File: src/plrc_pkg.sv
// Purpose: shared constants and types of the port indicator rule controller
// Assumes: 50 MHz core clock, register port at byte offsets 0x0B0..0x0BC
// Notes:   rule word layout, reset values and blink timing live here only
package plrc_pkg;

	// timing
	localparam int CLK_MHZ       = 50;
	localparam int TICK_HALF_US  = 62500;                     // half period of 8 Hz flashing
	localparam int TICK_CYC      = TICK_HALF_US * CLK_MHZ;    // core cycles per phase tick
	localparam int TICK_CNT_W    = 22;
	localparam int POR_SHOW_MS   = 500;                       // power-on indication length
	localparam int POR_TICKS     = (POR_SHOW_MS * 1000) / TICK_HALF_US;
	localparam int POR_CNT_W     = 4;

	// geometry
	localparam int N_RULE        = 5;
	localparam int N_PHY         = 5;
	localparam int N_MAC         = 3;
	localparam int N_PORT        = N_PHY + N_MAC;
	localparam int N_PHY_LED     = 2 * N_PHY;
	localparam int N_PIN         = N_PHY_LED + N_MAC;
	localparam int RULE_W        = 16;
	localparam int PH_W          = 3;

	// rule word indices and led mapping
	localparam int RI_PAIR_A     = 0;                         // indices 0,1: phy ports 0..3
	localparam int RI_PAIR_B     = 2;                         // indices 2,3: phy port 4
	localparam int RI_MAC        = 4;
	localparam int PAIR_B_PORT   = 4;

	// register offsets
	localparam logic [7:0] OFS_RULE_PAIR_A = 8'hB0;
	localparam logic [7:0] OFS_RULE_PAIR_B = 8'hB4;
	localparam logic [7:0] OFS_MAC_RULE    = 8'hB8;
	localparam logic [7:0] OFS_PIN_STATE   = 8'hBC;

	// reset values
	localparam logic [15:0] RST_MAC_PORT_INDICATOR_RULE   = 16'hCF35;
	localparam logic [15:0] RST_PHY_INDICATOR_RULE_PAIR_A = 16'hC935;
	localparam logic [15:0] RST_PHY_INDICATOR_RULE_PAIR_B = 16'hCA35;

	// rule word fields
	localparam int F_PATTERN_HI                = 15;
	localparam int F_PATTERN_LO                = 14;
	localparam int F_FULL_DUPLEX_GLOW_ENABLE   = 13;
	localparam int F_HALF_DUPLEX_GLOW_ENABLE   = 12;
	localparam int F_POWER_ON_GLOW_ENABLE      = 11;
	localparam int F_GIGABIT_GLOW_ENABLE       = 10;
	localparam int F_FAST_SPEED_GLOW_ENABLE    = 9;
	localparam int F_SLOW_SPEED_GLOW_ENABLE    = 8;
	localparam int F_COLLISION_FLASH_ENABLE    = 7;
	localparam int F_RX_FLASH_ENABLE           = 5;
	localparam int F_TX_FLASH_ENABLE           = 4;
	localparam int F_LINK_GATED_FLASH_ENABLE   = 2;
	localparam int F_FLASH_RATE_SELECT_HI      = 1;
	localparam int F_FLASH_RATE_SELECT_LO      = 0;

	// phase counter bits giving each square wave
	localparam int PH_8HZ        = 0;
	localparam int PH_4HZ        = 1;
	localparam int PH_2HZ        = 2;

	typedef enum logic [1:0] {
		PAT_OFF    = 2'h0,
		PAT_FLASH4 = 2'h1,
		PAT_ON     = 2'h2,
		PAT_RULE   = 2'h3
	} plrc_pattern_type;

	typedef enum logic [1:0] {
		RATE_2HZ   = 2'h0,
		RATE_4HZ   = 2'h1,
		RATE_8HZ   = 2'h2,
		RATE_SPEED = 2'h3
	} plrc_rate_type;

	typedef enum logic [1:0] {
		SPD_10     = 2'h0,
		SPD_100    = 2'h1,
		SPD_1000   = 2'h2
	} plrc_speed_type;

	typedef enum logic {
		ST_POR_SHOW = 1'b0,
		ST_RUN      = 1'b1
	} plrc_state_type;

	typedef struct packed {
		logic           link_up;
		logic           full_dup;
		plrc_speed_type speed;
		logic           col;
		logic           rx_act;
		logic           tx_act;
	} plrc_port_stat_type;

	typedef struct packed {
		logic        wr;
		logic        rd;
		logic [7:0]  addr;
		logic [31:0] wdata;
	} plrc_reg_req_type;

endpackage

File: src/plrc_top.sv
// Purpose: port indicator rule controller, rule words to open-drain lamp pins
// Assumes: port status from core logic on CORE_CLK, lamp pins pulled up outside
// Notes:   a lit lamp is the pin driven low; the pin level reads back at 0x0BC
`timescale 1ns/10ps
module plrc_top #(
	parameter int TICK_CYCLES = plrc_pkg::TICK_CYC
) (
	input  wire logic                                            CORE_CLK,
	input  wire logic                                            RST_N,
	input  wire plrc_pkg::plrc_reg_req_type                      REG_REQ,
	output      logic [31:0]                                     REG_RDATA,
	output      logic                                            REG_ACK,
	input  wire plrc_pkg::plrc_port_stat_type [plrc_pkg::N_PORT-1:0] PORT_STAT,
	input  wire logic [plrc_pkg::N_PHY_LED-1:0]                  PHY_LED_I,
	output      logic [plrc_pkg::N_PHY_LED-1:0]                  PHY_LED_O,
	output      logic [plrc_pkg::N_PHY_LED-1:0]                  PHY_LED_OE,
	input  wire logic [plrc_pkg::N_MAC-1:0]                      MAC_LED_I,
	output      logic [plrc_pkg::N_MAC-1:0]                      MAC_LED_O,
	output      logic [plrc_pkg::N_MAC-1:0]                      MAC_LED_OE
);
	import plrc_pkg::*;

	logic [RULE_W-1:0]     rule_r [N_RULE];
	logic [TICK_CNT_W-1:0] tick_cnt_r;
	logic                  tick;
	logic [PH_W-1:0]       ph_r;
	logic [POR_CNT_W-1:0]  por_cnt_r;
	plrc_state_type        state_r;
	logic                  por_show;
	logic [N_PHY_LED-1:0]  phy_on;
	logic [N_MAC-1:0]      mac_on;
	logic [N_PIN-1:0]      pin_s1_r;
	logic [N_PIN-1:0]      pin_s2_r;
	logic                  wr_a;
	logic                  wr_b;
	logic                  wr_mac;
	logic [31:0]           rdata_nxt;

	////////////////////////////////////////////////////////////////////////////
	// lamp decision for one rule word and one port
	function automatic logic led_eval(input logic [RULE_W-1:0] rule,
		input plrc_port_stat_type st, input logic [PH_W-1:0] ph, input logic por);
		logic speed_glow;
		logic steady;
		logic act;
		logic flash;
		logic rate_ph;
		speed_glow = st.link_up & ((rule[F_GIGABIT_GLOW_ENABLE] & (st.speed == SPD_1000))
			| (rule[F_FAST_SPEED_GLOW_ENABLE] & (st.speed == SPD_100))
			| (rule[F_SLOW_SPEED_GLOW_ENABLE] & (st.speed == SPD_10)));
		steady = speed_glow
			| (rule[F_FULL_DUPLEX_GLOW_ENABLE] & st.link_up & st.full_dup)
			| (rule[F_HALF_DUPLEX_GLOW_ENABLE] & st.link_up & ~st.full_dup);
		act = (rule[F_RX_FLASH_ENABLE] & st.rx_act)
			| (rule[F_TX_FLASH_ENABLE] & st.tx_act);
		if (rule[F_LINK_GATED_FLASH_ENABLE]) begin
			act = act & speed_glow;
		end
		flash = act | (rule[F_COLLISION_FLASH_ENABLE] & st.col);
		unique case (plrc_rate_type'(rule[F_FLASH_RATE_SELECT_HI:F_FLASH_RATE_SELECT_LO]))
			RATE_2HZ: rate_ph = ph[PH_2HZ];
			RATE_4HZ: rate_ph = ph[PH_4HZ];
			RATE_8HZ: rate_ph = ph[PH_8HZ];
			RATE_SPEED: begin
				rate_ph = (st.link_up && st.speed == SPD_10) ? ph[PH_2HZ] : ph[PH_4HZ];
			end
		endcase
		if (por && rule[F_POWER_ON_GLOW_ENABLE]) begin
			led_eval = 1'b1;
		end else begin
			unique case (plrc_pattern_type'(rule[F_PATTERN_HI:F_PATTERN_LO]))
				PAT_OFF:    led_eval = 1'b0;
				PAT_FLASH4: led_eval = ph[PH_4HZ];
				PAT_ON:     led_eval = 1'b1;
				PAT_RULE:   led_eval = flash ? rate_ph : steady;
			endcase
		end
	endfunction

	////////////////////////////////////////////////////////////////////////////
	// blink time base: phase ticks at twice 8 Hz, phase bits are square waves
	assign tick = (tick_cnt_r == TICK_CNT_W'(TICK_CYCLES - 1));

	always_ff @(posedge CORE_CLK or negedge RST_N) begin
		if (!RST_N) begin
			tick_cnt_r <= '0;
			ph_r       <= '0;
		end else begin
			tick_cnt_r <= tick ? '0 : tick_cnt_r + 1'b1;
			ph_r       <= tick ? ph_r + 1'b1 : ph_r;
		end
	end

	////////////////////////////////////////////////////////////////////////////
	// power-on indication window after reset release
	assign por_show = (state_r == ST_POR_SHOW);

	always_ff @(posedge CORE_CLK or negedge RST_N) begin
		if (!RST_N) begin
			state_r   <= ST_POR_SHOW;
			por_cnt_r <= '0;
		end else if (por_show && tick) begin
			por_cnt_r <= por_cnt_r + 1'b1;
			if (por_cnt_r == POR_CNT_W'(POR_TICKS - 1)) begin
				state_r <= ST_RUN;
			end
		end
	end

	////////////////////////////////////////////////////////////////////////////
	// register port decode, high half of a pair word is the second rule
	assign wr_a   = REG_REQ.wr & (REG_REQ.addr == OFS_RULE_PAIR_A);
	assign wr_b   = REG_REQ.wr & (REG_REQ.addr == OFS_RULE_PAIR_B);
	assign wr_mac = REG_REQ.wr & (REG_REQ.addr == OFS_MAC_RULE);
	assign rdata_nxt =
		(REG_REQ.addr == OFS_RULE_PAIR_A) ? {rule_r[RI_PAIR_A+1], rule_r[RI_PAIR_A]} :
		(REG_REQ.addr == OFS_RULE_PAIR_B) ? {rule_r[RI_PAIR_B+1], rule_r[RI_PAIR_B]} :
		(REG_REQ.addr == OFS_MAC_RULE)    ? {16'h0000, rule_r[RI_MAC]} :
		(REG_REQ.addr == OFS_PIN_STATE)   ? {{(32-N_PIN){1'b0}}, pin_s2_r} : 32'h0000_0000;

	// rule words, five of them
	always_ff @(posedge CORE_CLK or negedge RST_N) begin
		if (!RST_N) begin
			rule_r[RI_PAIR_A]   <= RST_PHY_INDICATOR_RULE_PAIR_A;
			rule_r[RI_PAIR_A+1] <= RST_PHY_INDICATOR_RULE_PAIR_A;
			rule_r[RI_PAIR_B]   <= RST_PHY_INDICATOR_RULE_PAIR_B;
			rule_r[RI_PAIR_B+1] <= RST_PHY_INDICATOR_RULE_PAIR_B;
			rule_r[RI_MAC]      <= RST_MAC_PORT_INDICATOR_RULE;
		end else begin
			if (wr_a) begin
				rule_r[RI_PAIR_A]   <= REG_REQ.wdata[15:0];
				rule_r[RI_PAIR_A+1] <= REG_REQ.wdata[31:16];
			end
			if (wr_b) begin
				rule_r[RI_PAIR_B]   <= REG_REQ.wdata[15:0];
				rule_r[RI_PAIR_B+1] <= REG_REQ.wdata[31:16];
			end
			if (wr_mac) begin
				rule_r[RI_MAC] <= REG_REQ.wdata[15:0];
			end
		end
	end

	// read answer one cycle after the strobe
	always_ff @(posedge CORE_CLK or negedge RST_N) begin
		if (!RST_N) begin
			REG_RDATA <= '0;
			REG_ACK   <= 1'b0;
		end else begin
			REG_RDATA <= REG_REQ.rd ? rdata_nxt : REG_RDATA;
			REG_ACK   <= REG_REQ.wr | REG_REQ.rd;
		end
	end

	////////////////////////////////////////////////////////////////////////////
	// per-lamp evaluation, two lamps per phy port and one per mac port
	for (genvar p = 0; p < N_PHY; p++) begin : g_phy
		for (genvar l = 0; l < 2; l++) begin : g_led
			localparam int RI = ((p == PAIR_B_PORT) ? RI_PAIR_B : RI_PAIR_A) + l;
			assign phy_on[2*p+l] = led_eval(rule_r[RI], PORT_STAT[p], ph_r, por_show);
		end
	end
	for (genvar m = 0; m < N_MAC; m++) begin : g_mac
		assign mac_on[m] = led_eval(rule_r[RI_MAC], PORT_STAT[N_PHY+m], ph_r, por_show);
	end

	// open-drain drive, pin levels synchronised for readback
	always_ff @(posedge CORE_CLK or negedge RST_N) begin
		if (!RST_N) begin
			PHY_LED_OE <= '0;
			MAC_LED_OE <= '0;
			PHY_LED_O  <= '0;
			MAC_LED_O  <= '0;
			pin_s1_r   <= '0;
			pin_s2_r   <= '0;
		end else begin
			PHY_LED_OE <= phy_on;
			MAC_LED_OE <= mac_on;
			PHY_LED_O  <= '0;
			MAC_LED_O  <= '0;
			pin_s1_r   <= {MAC_LED_I, PHY_LED_I};
			pin_s2_r   <= pin_s1_r;
		end
	end

	////////////////////////////////////////////////////////////////////////////
	// checks, lamp 0 of phy port 0 and mac lamp 0
	logic first_r;
	always_ff @(posedge CORE_CLK or negedge RST_N) begin
		if (!RST_N) begin
			first_r <= 1'b1;
		end else begin
			first_r <= 1'b0;
		end
	end
endmodule // plrc_top

File: config.mk
export PLATFORM = sky130hd
export DESIGN_NAME = plrc_top
export DESIGN_NICKNAME = d
export VERILOG_FILES = /design/src/plrc_pkg.sv /design/src/plrc_top.sv
export SDC_FILE = /design/constraint.sdc
export NUM_CORES = 1
export LEC_CHECK = 0
export BUFFER_PORTS_ARGS = -buffer_cell sky130_fd_sc_hd__buf_2
export CAP_MARGIN = 5
export CORE_AREA = 2 2 193 195
export DETAILED_ROUTE_END_ITERATION = 6
export DIE_AREA = 0 0 195 197
export GPL_TIMING_DRIVEN = 0
export SYNTH_ARGS = -nofsm -noshare
export SYNTH_HDL_FRONTEND = slang
export SYNTH_SLANG_ARGS = --single-unit
File: constraint.sdc
create_clock -name CORE_CLK -period 2.1 [get_ports CORE_CLK]
set_input_delay 0.42 -clock CORE_CLK [delete_from_list [all_inputs] [get_ports CORE_CLK]]
set_output_delay 0.42 -clock CORE_CLK [all_outputs]
set_load 0.03 [all_outputs]
# Yosys cells after proc, flatten, opt, wreduce, memory -nomap -nowiden
# Index checks and enable logic that the tools add are counted.
[word_totals] ff_bits=182 inputBits=113 out_inout_bits=59 elab_cells=428
[classes] n_addsub=3 n_eq_ne=52 n_mux=78 bitwise_logic=247 reduce_logical=33
[op_table] op="$and 1x1->1" count=159
[op_table] op="$pmux 1 s4" count=26
[op_table] op="$or 1x1->1" count=79
[op_table] op="$mux 32" count=2
[op_table] op="$eq 2x2->1 const B" count=28
[op_table] op="$mux 1" count=47
[op_table] op="$eq 2x1->1 const B" count=18
[op_table] op="$logic_not 2->1" count=18
[op_table] op="$eq 8x8->1 const B" count=4
[op_table] op="$add 22x1->22 const B" count=1
[op_table] op="$eq 22x22->1 const B" count=1
[op_table] op="$mux 22" count=1
[op_table] op="$mux 16" count=1
[op_table] op="$logic_and 1x1->1" count=14
[op_table] op="$mux 13" count=1
[op_table] op="$not 1->1" count=9
[op_table] op="$add 4x1->4 const B" count=1
[op_table] op="$eq 4x3->1 const B" count=1
[op_table] op="$add 3x1->3 const B" count=1
[op_table] op="$reduce_and 2->1" count=1

# Logic depth before layout (Yosys ltp)
[depth] ltp_word=11 depth_mapped=7 depth_no_buf=6

# Worst setup path before layout
# Ideal clock, no wire load.
[synth_timing] path_type="input to register" from="input REG_REQ[38] in the netlist's numbering" to="register rule_r[57] in the netlist's numbering" setup_time_ns=0.125 t_arrival_ns=1.892 t_required_ns=1.975 path_slack_ns=0.083 stages=5 n_path_buf=1 path_cell_list="nor4b_4 nand3_2 nor4b_4 buf_4 mux2_2"
[synth_via] elab_chain_len=2
[synth_rtl] element="start, declared" line_no="plrc_top.sv:10" source="input wire plrc_pkg::plrc_reg_req_type REG_REQ,"
[synth_rtl] element="$eq 8x8->1" line_no="plrc_top.sv:112" source="assign wr_a = REG_REQ.wr & (REG_REQ.addr == OFS_RULE_PAIR_A);"
[synth_rtl] element="$and 1x1->1" line_no="plrc_top.sv:112"
[synth_rtl] element="end signal, assigned by index" line_no="plrc_top.sv:131" source="rule_r[RI_PAIR_A] <= REG_REQ.wdata[15:0];"
[synth_rtl] element="end signal, assigned by index" line_no="plrc_top.sv:132" source="rule_r[RI_PAIR_A+1] <= REG_REQ.wdata[31:16];"
[synth_rtl] element="end signal, assigned by index" line_no="plrc_top.sv:135" source="rule_r[RI_PAIR_B] <= REG_REQ.wdata[15:0];"
[synth_rtl] element="end, declared" line_no="plrc_top.sv:23" source="logic [RULE_W-1:0] rule_r [N_RULE];"
# Every way passes these cells.
# A chain may end at the register's enable or synchronous reset.

# Worst setup path in the final report
[layout_timing] from="register ph_r[1]" to="register PHY_LED_OE[8] in the netlist's numbering"
[layout_via] elab_chain_len=5
[layout_rtl] element="start, declared" line_no="plrc_top.sv:26" source="logic [PH_W-1:0] ph_r;"
[layout_rtl] element="start signal, assigned" line_no="plrc_top.sv:90" source="ph_r <= tick ? ph_r + 1'b1 : ph_r;"
[layout_rtl] element="$mux 1" line_no="plrc_top.sv:65" source="rate_ph = (st.link_up && st.speed == SPD_10) ? ph[PH_2HZ] : ph[PH_4HZ];"
[layout_rtl] element="$pmux 1 s4" line_no="plrc_top.sv:60" source="unique case (plrc_rate_type'(rule[F_FLASH_RATE_SELECT_HI:F_FLASH_RATE_SELECT_LO]))"
[layout_rtl] element="$mux 1" line_no="plrc_top.sv:75" source="PAT_RULE: led_eval = flash ? rate_ph : steady;"
[layout_rtl] element="$pmux 1 s4 *" line_no="plrc_top.sv:71" source="unique case (plrc_pattern_type'(rule[F_PATTERN_HI:F_PATTERN_LO]))"
[layout_rtl] element="$mux 1 *" line_no="plrc_top.sv:68" source="if (por && rule[F_POWER_ON_GLOW_ENABLE]) begin"
[layout_rtl] element="net phy_on[8]" line_no="plrc_top.sv:30" source="logic [N_PHY_LED-1:0] phy_on;"
[layout_rtl] element="end signal, assigned" line_no="plrc_top.sv:177" source="PHY_LED_OE <= phy_on;"
[layout_rtl] element="end, declared" line_no="plrc_top.sv:16" source="output logic [plrc_pkg::N_PHY_LED-1:0] PHY_LED_OE,"
# The timed path passes the listed nets; every way through them passes the cells marked *.

==> results.py <==
metrics = {
    "setup_path": {
        "arrival_ps": 2340,
        "slowest_delay_ps": 510,
        "crit_family": "compound AO/OA/AOI/OAI gates",
        "critPathBufInv": 1,
        "reg2reg_depth": 5,
        "crit_type": "flip-flop to flip-flop",
        "critPathSlowestCell": "dfrtp_1",
        "crit_cells": 5,
        "startpoint_type": "flip-flop",
        "cp.required_ps": 2370,
        "crit_path_max_fanout": 10,
        "worstPathCellList": "clkbuf_1 -> mux2i_1 -> o22ai_1 -> nor3_1 -> a211oi_1",
        "critPathCaptureType": "flip-flop",
    },
    "synthesis": {
        "async_flop_share_pct": 100,
        "ys_top_cells_by_count": "140 x dfrtp_1, 55 x nor2_1, 54 x mux2_2",
        "synth-edff-count": 0,
        "synth_warnings": 0,
        "postSynthAreaPerCell_um2": 11.7,
        "yosysTopAreaCell": "dfrtp_1",
        "netlist_area_um2": 8980,
        "netlist_instances": 766,
        "synthFlopType": "dfrtp_1",
        "synth_area_leaders": "dfrtp_1 39%, dfstp_2 12%, mux2_2 6.8%",
        "seq_area_frac_synth_pct": 51.3,
        "synth_seq_cells": 182,
        "yosysMostFrequentCell": "dfrtp_1",
        "ys_types": 59,
        "yosys.area.top_type_share_pct": 39.0,
    },
    "timing": {
        "max_freq_ghz": 0.484,
        "finalCritPeriodShare_pct": 98.4,
        "slew_headroom_pct": 45.8,
        "tightest_slew_ps": 813,
        "setup_violations": 0,
        "whs_ps": 78.0,
        "period_needed_ps": 2070,
        "clock_skew_ps": 12.7,
        "hold_viol": 0,
        "finalMaxSlewViolations": 0,
        "rsz0062_at_grt": "yes",
    },
    "global_routing": {
        "grtUsageTotal_pct": 14.7,
        "overflow": 0,
        "grt_pass1_wl_um": 42100,
        "antenna_found_initial": 8,
        "grt_pass1_vias": 6749,
        "grt_max_degree": 97,
    },
    "drt": {
        "drc": 0,
        "vias": 6874,
        "wl_per_cell_um": 19.5,
        "drt-initial-drc-count": 486,
        "antenna_left": 0,
        "via_per_inst": 4.76,
        "firstDrtPassIters": 4,
        "wirelength_um": 28200,
    },
    "floorplan": {
        "core_area_um2": 36300,
        "start_util_pct": 24.8,
        "core.rowCount": 70,
        "die_h_um": 197,
        "io-pin-count": 172,
        "dieArea_um2": 38400,
        "dieWidth_um": 195,
    },
    "clock_tree": {
        "cts.sink_count": 182,
        "clk_latency_ps": 440,
        "clkTransAtPathRegs_ps": 70,
        "cts_made_buffers": 17,
        "htree_levels": 4,
        "tritoncts": "built",
        "cts_buffer_depth": 2,
        "root_buffer": "clkbuf_16",
    },
    "hold_path": {
        "min_path_cells": 1,
        "min_path_type": "input pin to flip-flop",
    },
    "layout": {
        "fin_cells": 1443,
        "fillers": 3776,
        "finalCoreUtilization_pct": 30.9,
        "drive_above_1_share_pct": 38.9,
        "nNetsFinal": 1075,
        "syn_to_final_growth_pct": 24.8,
    },
    "run_status": {
        "status": "finished, final reports clean",
    },
    "placed_design": {
        "portBuffers": 156,
        "dpl.hpwl_um": 21800,
        "routabilityCongestion": 0.837,
        "post-place-cells": 1403,
    },
    "flow_run": {
        "drv_cap": 0,
    },
    "power_and_ir_drop": {
        "p_per_area_nw_per_um2": 732,
        "ir_worst_vdd_v": 0.000568,
        "p_leak_nw": 4.98,
    },
}
[worst reg2reg max path: stages, from the launching register on]
cell	delay, ps
dfrtp_1	510
clkbuf_1	480
mux2i_1	150
o22ai_1	180
nor3_1	80
a211oi_1	500
[repair_timing]
action                                  in CTS  in global routing
hold buffers                                 1                  0
gates resized for setup                      4                 23
endpoints found under the setup margin      49                 28
pin swaps                                    1                  2
endpoints found under the hold margin        9                  0
buffers inserted                             3                  2
[layer usage]
layer  global-route usage, %  part of all wire (%)  up-vias  wire (um)
met5                       0                  0.17        -         47
met4                    3.53                   1.5        8        431
met3                    4.41                   7.0       36       1990
met2                    23.1                    46      212      13000
met1                    20.0                    45     3439      12700
li1                        -                     -     3179          -
[cell usage in the layout, fill, tap and decap left out, types with 25 or more instances in the layout]
| cell type | netlist | final |
|---|---|---|
| buf_2 | 6 | 160 |
| inv_1 | 39 | 39 |
| nand2_1 | 50 | 50 |
| a21oi_1 | 33 | 33 |
| dfstp_2 | 42 | 42 |
| a22oi_1 | 30 | 30 |
| mux2i_1 | 25 | 25 |
| nor2_1 | 55 | 55 |
| dfrtp_1 | 140 | 140 |
| mux2_2 | 54 | 54 |
| mux2_4 | 30 | 30 |
[power breakdown]
part | switching [W] | internal, W
clock network | 0.00148 | 0.00205
registers | 0.000139 | 0.00368
logic | 0.000502 | 0.000350
total | 0.00212 | 0.00609
[stage by stage]
stage / worst slack, ps / instance area, um^2 / TNS [ps] / total power (W)
final: 34.3 / 11200 / 0 / 0.00821
after detailed placement: -583 / 10400 / -36870 / 0.00474
after CTS: -48.0 / 11100 / -140 / 0.00827
after floorplan: 83.3 / 9020 / 0 / 0.00430
after global placement: -2340 / 10400 / -410450 / 0.00471
after global routing: -9.06 / 11200 / -19.6 / 0.00853
[registers in the layout (all words and copies together), names as in the netlist]
name        flops
PHY_LED_OE     10
por_cnt_r       4
REG_RDATA      32
ph_r            3
tick_cnt_r     22
pin_s2_r       13
REG_ACK         1
MAC_LED_OE      3
pin_s1_r       13
rule_r         80
state_r         1
[layout make-up]
class | count | area, um^2 | area share (%)
buffer | 38 | 240 | 2.14
tap | 468 | 586 | 5.23
multi-input combinational | 518 | 4120 | 36.7
sequential | 182 | 4610 | 41.1
timing repair buffer | 163 | 866 | 7.73
clock buffer | 20 | 447 | 3.99
antenna | 3 | 7.51 | 0.0670
inverter | 39 | 146 | 1.31
clock inverter | 12 | 190 | 1.70
[worst paths after layout]
kind	startpoint	to	slack, ps
worst max-delay path	ph_r[1]	PHY_LED_OE[8]	30
worst min-delay path	MAC_LED_I[1]	pin_s1_r[11]	80
worst max register to register	ph_r[1]	PHY_LED_OE[8]	30
worst min register to register	pin_s1_r[10]	pin_s2_r[10]	350
max in group asynchronous	RST_N	rule_r[10]	610
min in group asynchronous	RST_N	tick_cnt_r[3]	570
[cells by family (layout without fill, tap and decap cells)]
kind of cell | after synthesis | in the layout | synth area share [%]
adders and majority gates | 3 | 3 | 0.418
xor gates and xnor gates | 23 | 23 | 2.24
AOI/OAI and AO/OA | 162 | 162 | 12.3
muxes | 124 | 124 | 18.1
other | 1 | 16 | 0.0418
DFF | 182 | 182 | 51.3
buffers and inverters | 78 | 272 | 4.27
and+or+nand+nor | 193 | 193 | 11.3
(Power assumes the default switching activity.)
